**config.mk**
```make
export PLATFORM = sky130hd
export DESIGN_NAME = sml_regs
export DESIGN_NICKNAME = d
export VERILOG_FILES = /design/src/inc/sml_pkg.sv /design/src/rtl/sml_pin_gate.sv /design/src/rtl/sml_energy_det.sv /design/src/rtl/sml_regs.sv
export SDC_FILE = /design/constraint.sdc
export NUM_CORES = 1
export LEC_CHECK = 0
export ABC_AREA = 1
export BUFFER_PORTS_ARGS = -buffer_cell sky130_fd_sc_hd__buf_2
export CELL_PAD_IN_SITES_DETAIL_PLACEMENT = 2
export CELL_PAD_IN_SITES_GLOBAL_PLACEMENT = 2
export CORE_MARGIN = 4
export CORE_UTILIZATION = 27
export DETAILED_ROUTE_END_ITERATION = 10
export PLACE_DENSITY_LB_ADDON = 0.1
export SYNTH_ARGS = -nofsm -noshare
export SYNTH_HDL_FRONTEND = slang
export SYNTH_HIERARCHICAL = 1
export SYNTH_SLANG_ARGS = --single-unit
```
**constraint.sdc**
```tcl
create_clock -name clk -period 1.7 [get_ports clk]
set_clock_uncertainty 0.15 [all_clocks]
set_input_delay 0.255 -clock clk [delete_from_list [all_inputs] [get_ports clk]]
set_output_delay 0.255 -clock clk [all_outputs]
set_load 0.03 [all_outputs]
```
**src/inc/sml_pkg.sv**
```systemverilog
package sml_pkg;

  // Register addresses on the plain access port
  localparam logic [7:0] ADDR_STATUS_MUTE   = 8'h17;
  localparam logic [7:0] ADDR_DYN_DELAY     = 8'h18;
  localparam logic [7:0] ADDR_REF_DETECT    = 8'h19;
  localparam logic [7:0] ADDR_LIVE_STATUS   = 8'h1A;
  localparam logic [7:0] ADDR_MARGIN_ACTIVE = 8'h1B;

  // Field positions
  localparam int MUTE0_BIT       = 0;
  localparam int MUTE1_BIT       = 1;
  localparam int CH0_1_BIT       = 0;
  localparam int CH2_3_BIT       = 1;
  localparam int CH4_BIT         = 2;
  localparam int CH5_BIT         = 3;
  localparam int CH6_BIT         = 4;
  localparam int CH7_BIT         = 5;
  localparam int PRI_DET_LSB     = 4;
  localparam int SEC_DET_LSB     = 6;
  localparam int LIVE_MUTE0_BIT  = 0;
  localparam int LIVE_MUTE1_BIT  = 1;
  localparam int LIVE_ENERGY_BIT = 2;
  localparam int LIVE_INVAL_BIT  = 3;

  // Values after reset
  localparam logic [7:0] RST_STATUS_MUTE = 8'h02;
  localparam logic [7:0] RST_DYN_DELAY   = 8'h00;
  localparam logic [7:0] RST_REF_DETECT  = 8'h50;

  // Writable bits; the rest read zero and ignore writes
  localparam logic [7:0] MASK_STATUS_MUTE = 8'h03;
  localparam logic [7:0] MASK_DYN_DELAY   = 8'h3F;
  localparam logic [7:0] MASK_REF_DETECT  = 8'hFF;

  // Divider groups and margining threshold
  localparam int               NUM_DIV        = 6;
  localparam int               DIV_W          = 8;
  localparam logic [DIV_W-1:0] MARGIN_MIN_DIV = 8'h08;

  // Energy detector observation window, in clock cycles
  localparam int         ENERGY_CNT_W   = 7;
  localparam logic [6:0] ENERGY_WIN_CYC = 7'h40;

  typedef enum logic [1:0] {
    DET_RISE  = 2'b00,
    DET_BOTH  = 2'b01,
    DET_FALL  = 2'b10,
    DET_LEVEL = 2'b11
  } sml_det_e;

  typedef struct packed {
    logic [7:0] addr;
    logic [7:0] wdata;
    logic       wr;
    logic       rd;
  } sml_bus_s;

  typedef struct packed {
    logic carries_clock;
    logic level;
  } sml_pin_s;

endpackage

```
**src/rtl/sml_pin_gate.sv**
```systemverilog
`timescale 1ns/10ps
module sml_pin_gate (
  // Clock and reset
  input  wire logic          clk,
  input  wire logic          rstn,
  input  wire logic          ce,
  // Pin source and control
  input  wire sml_pkg::sml_pin_s pin,
  input  wire logic          mute_en,
  input  wire logic          ref_invalid,
  // Pin drive
  output logic               pin_out,
  output logic               pin_oe_n,
  output logic               muted
);
  import sml_pkg::*;

  logic muted_nxt;
  logic out_nxt;

  // Only a pin carrying a clock may be silenced
  assign muted_nxt = pin.carries_clock & mute_en & ref_invalid; // RULE1 RULE2 RULE3
  assign out_nxt   = muted_nxt ? 1'b0 : pin.level;

  always_ff @(posedge clk or negedge rstn) begin
    if (!rstn) begin
      pin_out  <= 1'b0;
      pin_oe_n <= 1'b0;
      muted    <= 1'b0;
    end else if (ce) begin
      pin_out  <= out_nxt;
      pin_oe_n <= muted_nxt; // RULE1
      muted    <= muted_nxt;
    end
  end

endmodule

```
**src/rtl/sml_energy_det.sv**
```systemverilog
`timescale 1ns/10ps
module sml_energy_det (
  // Clock and reset
  input  wire logic             clk,
  input  wire logic             rstn,
  input  wire logic             ce,
  // Reference and method
  input  wire logic             ref_in,
  input  wire sml_pkg::sml_det_e method,
  // Result
  output logic                  energy
);
  import sml_pkg::*;

  logic                    prev_r;
  logic                    seen_hi_r;
  logic                    seen_lo_r;
  logic [ENERGY_CNT_W-1:0] cnt_r;
  logic [ENERGY_CNT_W-1:0] cnt_nxt;
  logic                    rise;
  logic                    fall;
  logic                    hit;
  logic                    expire;

  assign rise = ref_in & ~prev_r;
  assign fall = ~ref_in & prev_r;

  // Level mode needs both a high and a low inside one window
  assign hit = (method == DET_RISE)  ? rise :          // RULE6
               (method == DET_BOTH)  ? (rise | fall) : // RULE7
               (method == DET_FALL)  ? fall :          // RULE7
               (seen_hi_r & seen_lo_r);                // RULE7
  assign expire  = (cnt_r == ENERGY_WIN_CYC - 7'h01);
  assign cnt_nxt = (hit | expire) ? '0 : cnt_r + 7'h01;

  always_ff @(posedge clk or negedge rstn) begin
    if (!rstn) begin
      prev_r    <= 1'b0;
      seen_hi_r <= 1'b0;
      seen_lo_r <= 1'b0;
      cnt_r     <= '0;
      energy    <= 1'b0;
    end else if (ce) begin
      prev_r    <= ref_in;
      cnt_r     <= cnt_nxt;
      seen_hi_r <= (hit | expire) ? 1'b0 : (seen_hi_r | ref_in);
      seen_lo_r <= (hit | expire) ? 1'b0 : (seen_lo_r | ~ref_in);
      if (hit) begin
        energy <= 1'b1;
      end else if (expire) begin
        energy <= 1'b0;
      end
    end
  end

endmodule

```
**src/rtl/sml_regs.sv**
```systemverilog
// Behaviour
// RULE1 - Clock-carrying status pin muted on invalid reference
// RULE2 - Mute bit zero keeps the pin driving
// RULE3 - Non-clock status pin ignores its mute bit
// RULE4 - Six margin enables act when divide exceeds eight
// RULE5 - Secondary detect method at bits 7:6, reset 1
// RULE6 - Method 0 uses rising-edge detection
// RULE7 - Methods 1-3: both edges, falling, level
// RULE8 - Reserved bits read zero, ignore writes
`timescale 1ns/10ps
module sml_regs (
  // Clock, reset, enable
  input  wire logic                                  clk,
  input  wire logic                                  rstn,
  input  wire logic                                  ce,
  // Register access
  input  wire sml_pkg::sml_bus_s                     bus,
  output logic [7:0]                                 rdata,
  // Reference state
  input  wire logic                                  sel_ref_invalid,
  input  wire logic                                  sec_ref_in,
  output logic                                       sec_energy,
  // Status pins
  input  wire sml_pkg::sml_pin_s                     first_status_pin,
  input  wire sml_pkg::sml_pin_s                     second_status_pin,
  output logic                                       first_status_pin_out,
  output logic                                       first_status_pin_oe_n,
  output logic                                       second_status_pin_out,
  output logic                                       second_status_pin_oe_n,
  // Output dividers
  input  wire logic [sml_pkg::NUM_DIV-1:0][sml_pkg::DIV_W-1:0] div_value,
  output logic [sml_pkg::NUM_DIV-1:0]                margin_active,
  // Detect configuration exported to the input stage
  output logic [1:0]                                 primary_detect_method,
  output sml_pkg::sml_det_e                          secondary_detect_method
);
  import sml_pkg::*;

  // Stored registers
  logic [7:0] status_pin_mute_control_r;
  logic [7:0] divider_dynamic_delay_enable_r;
  logic [7:0] reference_detect_control_r;
  logic [7:0] status_pin_mute_control_nxt;
  logic [7:0] divider_dynamic_delay_enable_nxt;
  logic [7:0] reference_detect_control_nxt;

  // Address decode
  logic hit_mute;
  logic hit_dyn;
  logic hit_ref;
  logic hit_live;
  logic hit_marg;
  logic wr_mute;
  logic wr_dyn;
  logic wr_ref;

  // Read path
  logic [7:0] rd_sel;
  logic [7:0] rdata_nxt;
  logic [7:0] live_status;

  // Named fields
  logic first_status_pin_mute_bit;
  logic second_status_pin_mute_bit;
  logic ch0_1_margin_enable;
  logic ch2_3_margin_enable;
  logic ch4_margin_enable;
  logic ch5_margin_enable;
  logic ch6_margin_enable;
  logic ch7_margin_enable;
  logic [NUM_DIV-1:0] margin_en;
  logic [NUM_DIV-1:0] margin_nxt;

  // Per-pin mute flags
  logic first_muted;
  logic second_muted;

  assign hit_mute = (bus.addr == ADDR_STATUS_MUTE);
  assign hit_dyn  = (bus.addr == ADDR_DYN_DELAY);
  assign hit_ref  = (bus.addr == ADDR_REF_DETECT);
  assign hit_live = (bus.addr == ADDR_LIVE_STATUS);
  assign hit_marg = (bus.addr == ADDR_MARGIN_ACTIVE);

  assign wr_mute = bus.wr & hit_mute;
  assign wr_dyn  = bus.wr & hit_dyn;
  assign wr_ref  = bus.wr & hit_ref;

  // Masking on write keeps reserved bits at zero in storage
  assign status_pin_mute_control_nxt = wr_mute ? (bus.wdata & MASK_STATUS_MUTE) // RULE8
                                               : status_pin_mute_control_r;
  assign divider_dynamic_delay_enable_nxt = wr_dyn ? (bus.wdata & MASK_DYN_DELAY) // RULE8
                                                   : divider_dynamic_delay_enable_r;
  assign reference_detect_control_nxt = wr_ref ? (bus.wdata & MASK_REF_DETECT)
                                               : reference_detect_control_r;

  always_ff @(posedge clk or negedge rstn) begin
    if (!rstn) begin
      status_pin_mute_control_r      <= RST_STATUS_MUTE;
      divider_dynamic_delay_enable_r <= RST_DYN_DELAY;
      reference_detect_control_r     <= RST_REF_DETECT; // RULE5
    end else if (ce) begin
      status_pin_mute_control_r      <= status_pin_mute_control_nxt;
      divider_dynamic_delay_enable_r <= divider_dynamic_delay_enable_nxt;
      reference_detect_control_r     <= reference_detect_control_nxt;
    end
  end

  // Field extraction
  assign first_status_pin_mute_bit  = status_pin_mute_control_r[MUTE0_BIT];
  assign second_status_pin_mute_bit = status_pin_mute_control_r[MUTE1_BIT];

  assign ch0_1_margin_enable = divider_dynamic_delay_enable_r[CH0_1_BIT]; // RULE4
  assign ch2_3_margin_enable = divider_dynamic_delay_enable_r[CH2_3_BIT]; // RULE4
  assign ch4_margin_enable   = divider_dynamic_delay_enable_r[CH4_BIT];   // RULE4
  assign ch5_margin_enable   = divider_dynamic_delay_enable_r[CH5_BIT];   // RULE4
  assign ch6_margin_enable   = divider_dynamic_delay_enable_r[CH6_BIT];   // RULE4
  assign ch7_margin_enable   = divider_dynamic_delay_enable_r[CH7_BIT];   // RULE4

  assign margin_en = {ch7_margin_enable, ch6_margin_enable, ch5_margin_enable,
                      ch4_margin_enable, ch2_3_margin_enable, ch0_1_margin_enable};

  // Small divides cannot be margined glitch-free, so the enable is held off
  genvar gi;
  generate
    for (gi = 0; gi < NUM_DIV; gi++) begin : g_margin
      assign margin_nxt[gi] = margin_en[gi] & (div_value[gi] > MARGIN_MIN_DIV); // RULE4
    end
  endgenerate

  always_ff @(posedge clk or negedge rstn) begin
    if (!rstn) begin
      margin_active <= '0;
    end else if (ce) begin
      margin_active <= margin_nxt;
    end
  end

  // Detect method fields
  assign primary_detect_method   = reference_detect_control_r[PRI_DET_LSB +: 2];
  assign secondary_detect_method = sml_det_e'(reference_detect_control_r[SEC_DET_LSB +: 2]); // RULE5

  // Status pin gating
  sml_pin_gate u_first_gate (
    .clk         (clk),
    .rstn        (rstn),
    .ce          (ce),
    .pin         (first_status_pin),
    .mute_en     (first_status_pin_mute_bit),
    .ref_invalid (sel_ref_invalid),
    .pin_out     (first_status_pin_out),
    .pin_oe_n    (first_status_pin_oe_n),
    .muted       (first_muted)
  );

  sml_pin_gate u_second_gate (
    .clk         (clk),
    .rstn        (rstn),
    .ce          (ce),
    .pin         (second_status_pin),
    .mute_en     (second_status_pin_mute_bit),
    .ref_invalid (sel_ref_invalid),
    .pin_out     (second_status_pin_out),
    .pin_oe_n    (second_status_pin_oe_n),
    .muted       (second_muted)
  );

  // Secondary reference energy detection
  sml_energy_det u_sec_det (
    .clk    (clk),
    .rstn   (rstn),
    .ce     (ce),
    .ref_in (sec_ref_in),
    .method (secondary_detect_method), // RULE6 RULE7
    .energy (sec_energy)
  );

  // Live state for software
  assign live_status = {4'h0, sel_ref_invalid, sec_energy, second_muted, first_muted};

  // Unmapped addresses read zero
  assign rd_sel = hit_mute ? status_pin_mute_control_r :
                  hit_dyn  ? divider_dynamic_delay_enable_r :
                  hit_ref  ? reference_detect_control_r :
                  hit_live ? live_status :
                  hit_marg ? {2'b00, margin_active} :
                  8'h00;

  // Data stand only in the cycle after the read strobe
  assign rdata_nxt = bus.rd ? rd_sel : 8'h00;

  always_ff @(posedge clk or negedge rstn) begin
    if (!rstn) begin
      rdata <= 8'h00;
    end else if (ce) begin
      rdata <= rdata_nxt;
    end
  end

endmodule

```
# [Word level (Yosys, flattened, before mapping)]
# Cells that the tools add are included.
[op_classes] addsub=1 order_cmp=6 eq_ne=8 mux=16 n_bitwise=22 reduce_logical=6
[op_table] cell="greater-than comparator 8 x 4 -> 1 bit, second input constant" n=6
[op_table] cell="equality test 8 x 5 -> 1 bit, second input constant" n=5
[op_table] cell="2-to-1 mux 8 bit" n=4
[op_table] cell="AND 1 bit" n=16
[op_table] cell="2-to-1 mux 6 bit" n=2
[op_table] cell="2-to-1 mux 1 bit" n=9
[op_table] cell="AND reduction 2 bit" n=4
[op_table] cell="adder 7 x 1 -> 7 bit, second input constant" n=1
[op_table] cell="equality test 7 x 6 -> 1 bit, second input constant" n=1
[op_table] cell="2-to-1 mux 7 bit" n=1
[op_table] cell="OR 1 bit" n=4
[op_table] cell="equality test 2 x 1 -> 1 bit, second input constant" n=1
[op_table] cell="equality test 2 bit, second input constant" n=1
[op_table] cell="logical NOT 2 bit" n=1
[op_table] cell="NOT 1 bit" n=2
[op_table] cell="nonzero test 2 bit" n=1
[totals] register_bits=45 in_bits=75 word_cells=73

# [Longest topological paths before layout]
[depth] ltp_word=7 ltp_mapped=10 ltp_nobuf=10

# [Modules after synthesis]
# Netlist, hierarchy kept.
[by_module_without_submodules] module="sml_regs" instances=1 cells_each=213 area_per_inst_um2=1709.1 seq_area_each_um2=754.5
[by_module_without_submodules] module="sml_energy_det" instances=1 cells_each=74 area_per_inst_um2=625.6 seq_area_each_um2=275.3
[by_module_without_submodules] module="sml_pin_gate" instances=2 cells_each=13 area_per_inst_um2=98.8 seq_area_each_um2=50.0

# [Worst setup path before layout]
# Ideal clock, no wire load.
[synth_path] path_type="register to register" start="register u_sec_det.prev_r" end="register u_sec_det.energy" setup_ns=0.118 arrival_ns=1.103 required_ns=1.432 path_slack_ns=0.329 stages_incl_launch_ff=10 n_path_buf=0 period_less_slack_ns=1.371 path_cell_list="dfrtp_1 > ha_1 > inv_1 > nand2_1 > nand3_1 > nand2_2 > nand2_4 > nand2_2 > nand2_1 > nand2_1"
[synth_via] elab_chain_cells=7 elab_cells_between_ends=10 cone_classes="4 x mux; 4 x bitwise; 2 x reduce/logical"
[synth_rtl] element="start: declaration" line="sml_energy_det.sv:15" rtl="logic prev_r;"
[synth_rtl] element="start signal: assignment" line="sml_energy_det.sv:44" rtl="prev_r <= ref_in;"
[synth_rtl] element="NOT 1 bit" line="sml_energy_det.sv:25" rtl="assign rise = ref_in & ~prev_r;"
[synth_rtl] element="AND 1 bit" line="sml_energy_det.sv:25"
[synth_rtl] element="OR 1 bit" line="sml_energy_det.sv:30" rtl="(method == DET_BOTH) ? (rise | fall) :"
[synth_rtl] element="2-to-1 mux 1 bit" line="sml_energy_det.sv:30"
[synth_rtl] element="2-to-1 mux 1 bit *" line="sml_energy_det.sv:29" rtl="assign hit = (method == DET_RISE) ? rise :"
[synth_rtl] element="nonzero test 2 bit (no source line)"
[synth_rtl] element="AND reduction 2 bit (no source line)"
[synth_rtl] element="end signal: assignment" line="sml_energy_det.sv:42" rtl="energy <= 1'b0;"
[synth_rtl] element="end signal: assignment" line="sml_energy_det.sv:49" rtl="energy <= 1'b1;"
[synth_rtl] element="end signal: assignment" line="sml_energy_det.sv:51" rtl="energy <= 1'b0;"
[synth_rtl] element="end: declaration" line="sml_energy_det.sv:11" rtl="output logic energy"
# Every way passes the cells marked *; elsewhere a longest branch is shown, timed or not.
# A chain may end at the register's enable or synchronous reset.

# [Worst setup path in the final report]
[layout_path] start="register reference_detect_control_r[6]" end="output secondary_detect_method[0]"
[layout_rtl] element="start: declaration" line="sml_regs.sv:42" rtl="logic [7:0] reference_detect_control_r;"
[layout_rtl] element="start signal: assignment" line="sml_regs.sv:104" rtl="reference_detect_control_r <= reference_detect_control_nxt;"
[layout_rtl] element="end: declaration" line="sml_regs.sv:35" rtl="output sml_pkg::sml_det_e secondary_detect_method"
# No word-level cell between the ends.

==> flow_metrics.env <==
export IMPL_synth_compound_area_share_pct=13.3
export IMPL_cp_required_ns=1.29
export IMPL_core_area_um2=9200
export IMPL_nets=495
export IMPL_critPathKind="flip-flop to output port"
export IMPL_syn_inst=313
export IMPL_cts_clk_slew_worst_paths_ns=0.09
export IMPL_path_cells="buf_2"
export IMPL_ant_nets=0
export IMPL_min_period_ns=1.54
export IMPL_die_y_um=105
export IMPL_htreeDepth=2
export IMPL_die_x_um=105
export IMPL_first_global_vias=2754
export IMPL_status="finished clean"
export IMPL_hold_path_depth=3
export IMPL_grt_pass1_wl_mm=13.5
export IMPL_synthAdderAreaFrac_pct=1.48
export IMPL_final_common_cell="buf_2"
export IMPL_regToRegEndpoint="u_sec_det/energy$_DFFE_PN0P_"
export IMPL_power_mw=2.48
export IMPL_muxShareOfSynthArea_pct=0
export IMPL_port_buffers=97
export IMPL_ff2ff_setup_slack_ns=0.19
export IMPL_dpl_worst_slack_ns=0.0715
export IMPL_hold_class="input port to flip-flop"
export IMPL_syn_nets=391
export IMPL_initial_core_util_pct=27.5
export IMPL_final_cell_mix="buf_2, nand2_1, dfrtp_1, inv_1, nand3_1"
export IMPL_fin_ws_ns=0.165
export IMPL_vias_per_cell=4.67
export IMPL_num_io_pins=98
export IMPL_period_share_pct=90.3
export IMPL_hold_start="bus[2]"
export IMPL_ys_flop_type="dfrtp_1"
export IMPL_dieArea_um2=11000
export IMPL_fin_area_um2=3290
export IMPL_stdcell_count=529
export IMPL_slowest_stage="dfstp_2"
export IMPL_grt_start_max_net_pins=46
export IMPL_yosys_area_share_simple_pct=30.5
export IMPL_antenna_cells=0
export IMPL_critical_path_top_delay_family="flip-flops"
export IMPL_dpl_cell_count=519
export IMPL_fill_cells=1121
export IMPL_clock_fmax_mhz=651
export IMPL_path_max_fanout=6
export IMPL_setup_tns_ns=0
export IMPL_cts_sinks=45
export IMPL_min_to="status_pin_mute_control_r[0]$_DFFE_PN0P_"
export IMPL_rsz0062_at_grt="no"
export IMPL_setup_viol=0
export IMPL_yosysSeqAreaShare_pct=44.6
export IMPL_crit_path_start_kind="flip-flop"
export IMPL_gp_congestion=0.740
export IMPL_grt_ovfl_total=0
export IMPL_drive_gt1_share_pct=36.8
export IMPL_post_cts_buffers=0
export IMPL_p_per_area_nw_per_um2=754
export IMPL_worst_pin_slew_ns=0.360
export IMPL_finalHoldViolCount=0
export IMPL_clockRootBuffer="clkbuf_8"
export IMPL_slowest_delay_ns=0.61
export IMPL_postPlaceCellArea_um2=3150
export IMPL_final_util_pct=35.8
export IMPL_antenna_found_initial=0
export IMPL_cts_buffers=5
export IMPL_holdWs_ns=0.0503
export IMPL_synth_edf_count=0
export IMPL_slew_limit_headroom_pct=75.9
export IMPL_vias=2470
export IMPL_num_rows=35
export IMPL_slew_viol_final=0
export IMPL_cts_buffer_depth=2
export IMPL_yosys_area_share_xor_xnor_pct=0.692
export IMPL_dpl_hpwl_mm=6.32
export IMPL_yosys_cell_types_count=36
export IMPL_synth_seq_cells=45
export IMPL_yosysWarnings=6
export IMPL_r2r_cells=9
export IMPL_async_flop_share_pct=100
export IMPL_worst_path_buf_inv=1
export IMPL_max_cap_violations=0
export IMPL_drt_iter0_markers=35
export IMPL_ir_drop_mv=0.389
export IMPL_netlist_area_um2=2530
export IMPL_timing_rr_start="u_sec_det/prev_r$_DFFE_PN0P_"
export IMPL_p_leak_nw=1.78
export IMPL_cp_arrival_ns=1.13
export IMPL_synthToLayoutAreaGrowth_pct=29.9
export IMPL_wl_per_cell_um=14.9
export IMPL_dr_pass1_iters=4
export IMPL_clock_latency_ns=0.30
export IMPL_cts_tree="done"
export IMPL_avgSynthCellArea_um2=8.09
export IMPL_drc=0
export IMPL_synth_top_family_by_area="simple AND/OR/NAND/NOR gates"
export IMPL_wl_mm=7.89
export IMPL_end_kind="output port"
export IMPL_grt_util_all_layers_pct=15.1
-- tightest hold or removal path, stage by stage --
cell	delay, ns
buf_2	0.10
nand2_1	0.05
o21ai_0	0.06
-- cell families after synthesis --
group | after synthesis
compound gates | 50
xor+xnor | 2
fa+ha+maj | 3
buf+inv | 51
flops | 45
simple gates | 162
-- registers in the layout, indices dropped and copies added, names as in the netlist --
name / count
reference_detect_control_r: 8
status_pin_mute_control_r: 2
u_first_gate/pin_out: 1
u_sec_det/cnt_r: 7
rdata: 8
u_sec_det/energy: 1
u_second_gate/pin_oe_n: 1
u_second_gate/pin_out: 1
margin_active: 6
u_sec_det/seen_lo_r: 1
u_sec_det/seen_hi_r: 1
u_sec_det/prev_r: 1
u_first_gate/pin_oe_n: 1
divider_dynamic_delay_enable_r: 6
-- timing repair --
| action | in CTS | in global routing |
|---|---|---|
| endpoints found under the hold margin | 43 | 0 |
| hold buffers | 2 | 0 |
| gates resized for setup | 0 | 0 |
-- where the power goes --
group / switching, mW / total, mW / internal (mW)
Sequential: 0.0576 / 1.19 / 1.14
Combinational: 0.252 / 0.422 / 0.170
Clock: 0.385 / 0.865 / 0.480
Total: 0.694 / 2.48 / 1.79
-- Yosys cell counts, types with 2 or more instances --
library cell	instances	share of area (%)
o21ai_1	4	0.79
o211ai_1	2	0.59
inv_1	37	5.5
nor2_2	2	0.49
o21ai_2	14	4.8
dfrtp_1	42	42
a21oi_2	2	0.69
nand2_2	11	2.7
nor2_4	3	1.3
a21oi_1	6	1.2
nor2_1	16	2.4
nand2_1	89	13
o31ai_1	6	1.8
buf_4	8	2.4
nand4_1	3	0.74
o21ai_0	13	2.6
buf_6	2	0.89
nor4_1	6	1.5
ha_1	3	1.5
nand3_1	26	5.1
dfstp_2	3	3.1
-- worst max-delay path by stage --
stage	slack, ns	start	cells past startpoint	to
3_5_place_dp	0.07	bus[15]	11	rdata[0]$_DFFE_PN0P_
4_1_cts	0.14	reference_detect_control_r[6]$_DFFE_PN1P_	1	secondary_detect_method[0]
6_report	0.16	reference_detect_control_r[6]$_DFFE_PN1P_	1	secondary_detect_method[0]
3_3_place_gp	0.1	bus[15]	11	rdata[1]$_DFFE_PN0P_
2_1_floorplan	0.33	u_sec_det/prev_r$_DFFE_PN0P_	9	u_sec_det/energy$_DFFE_PN0P_
5_1_grt	0.05	reference_detect_control_r[6]$_DFFE_PN1P_	6	u_sec_det/seen_lo_r$_DFFE_PN0P_
-- layer usage --
layer | track usage [%] | routed length, um | vias up
li1 | - | - | 1213
met1 | 18.6 | 3460 | 1197
met2 | 26.7 | 3970 | 55
met3 | 3.58 | 393 | 5
met4 | 3.09 | 69 | 0
met5 | 0 | 0 | -
-- area by class of cell --
| class | count | area [um2] | share of cell area [%] |
|---|---|---|---|
| inverter | 39 | 146 | 4.45 |
| clock inverter | 1 | 30.0 | 0.913 |
| clock buffer | 7 | 86.3 | 2.62 |
| sequential | 45 | 1130 | 34.3 |
| timing repair buffer | 109 | 593 | 18.0 |
| multi-input combinational | 217 | 1160 | 35.4 |
| tap | 111 | 139 | 4.22 |
Power figures use the tool's default switching activity.
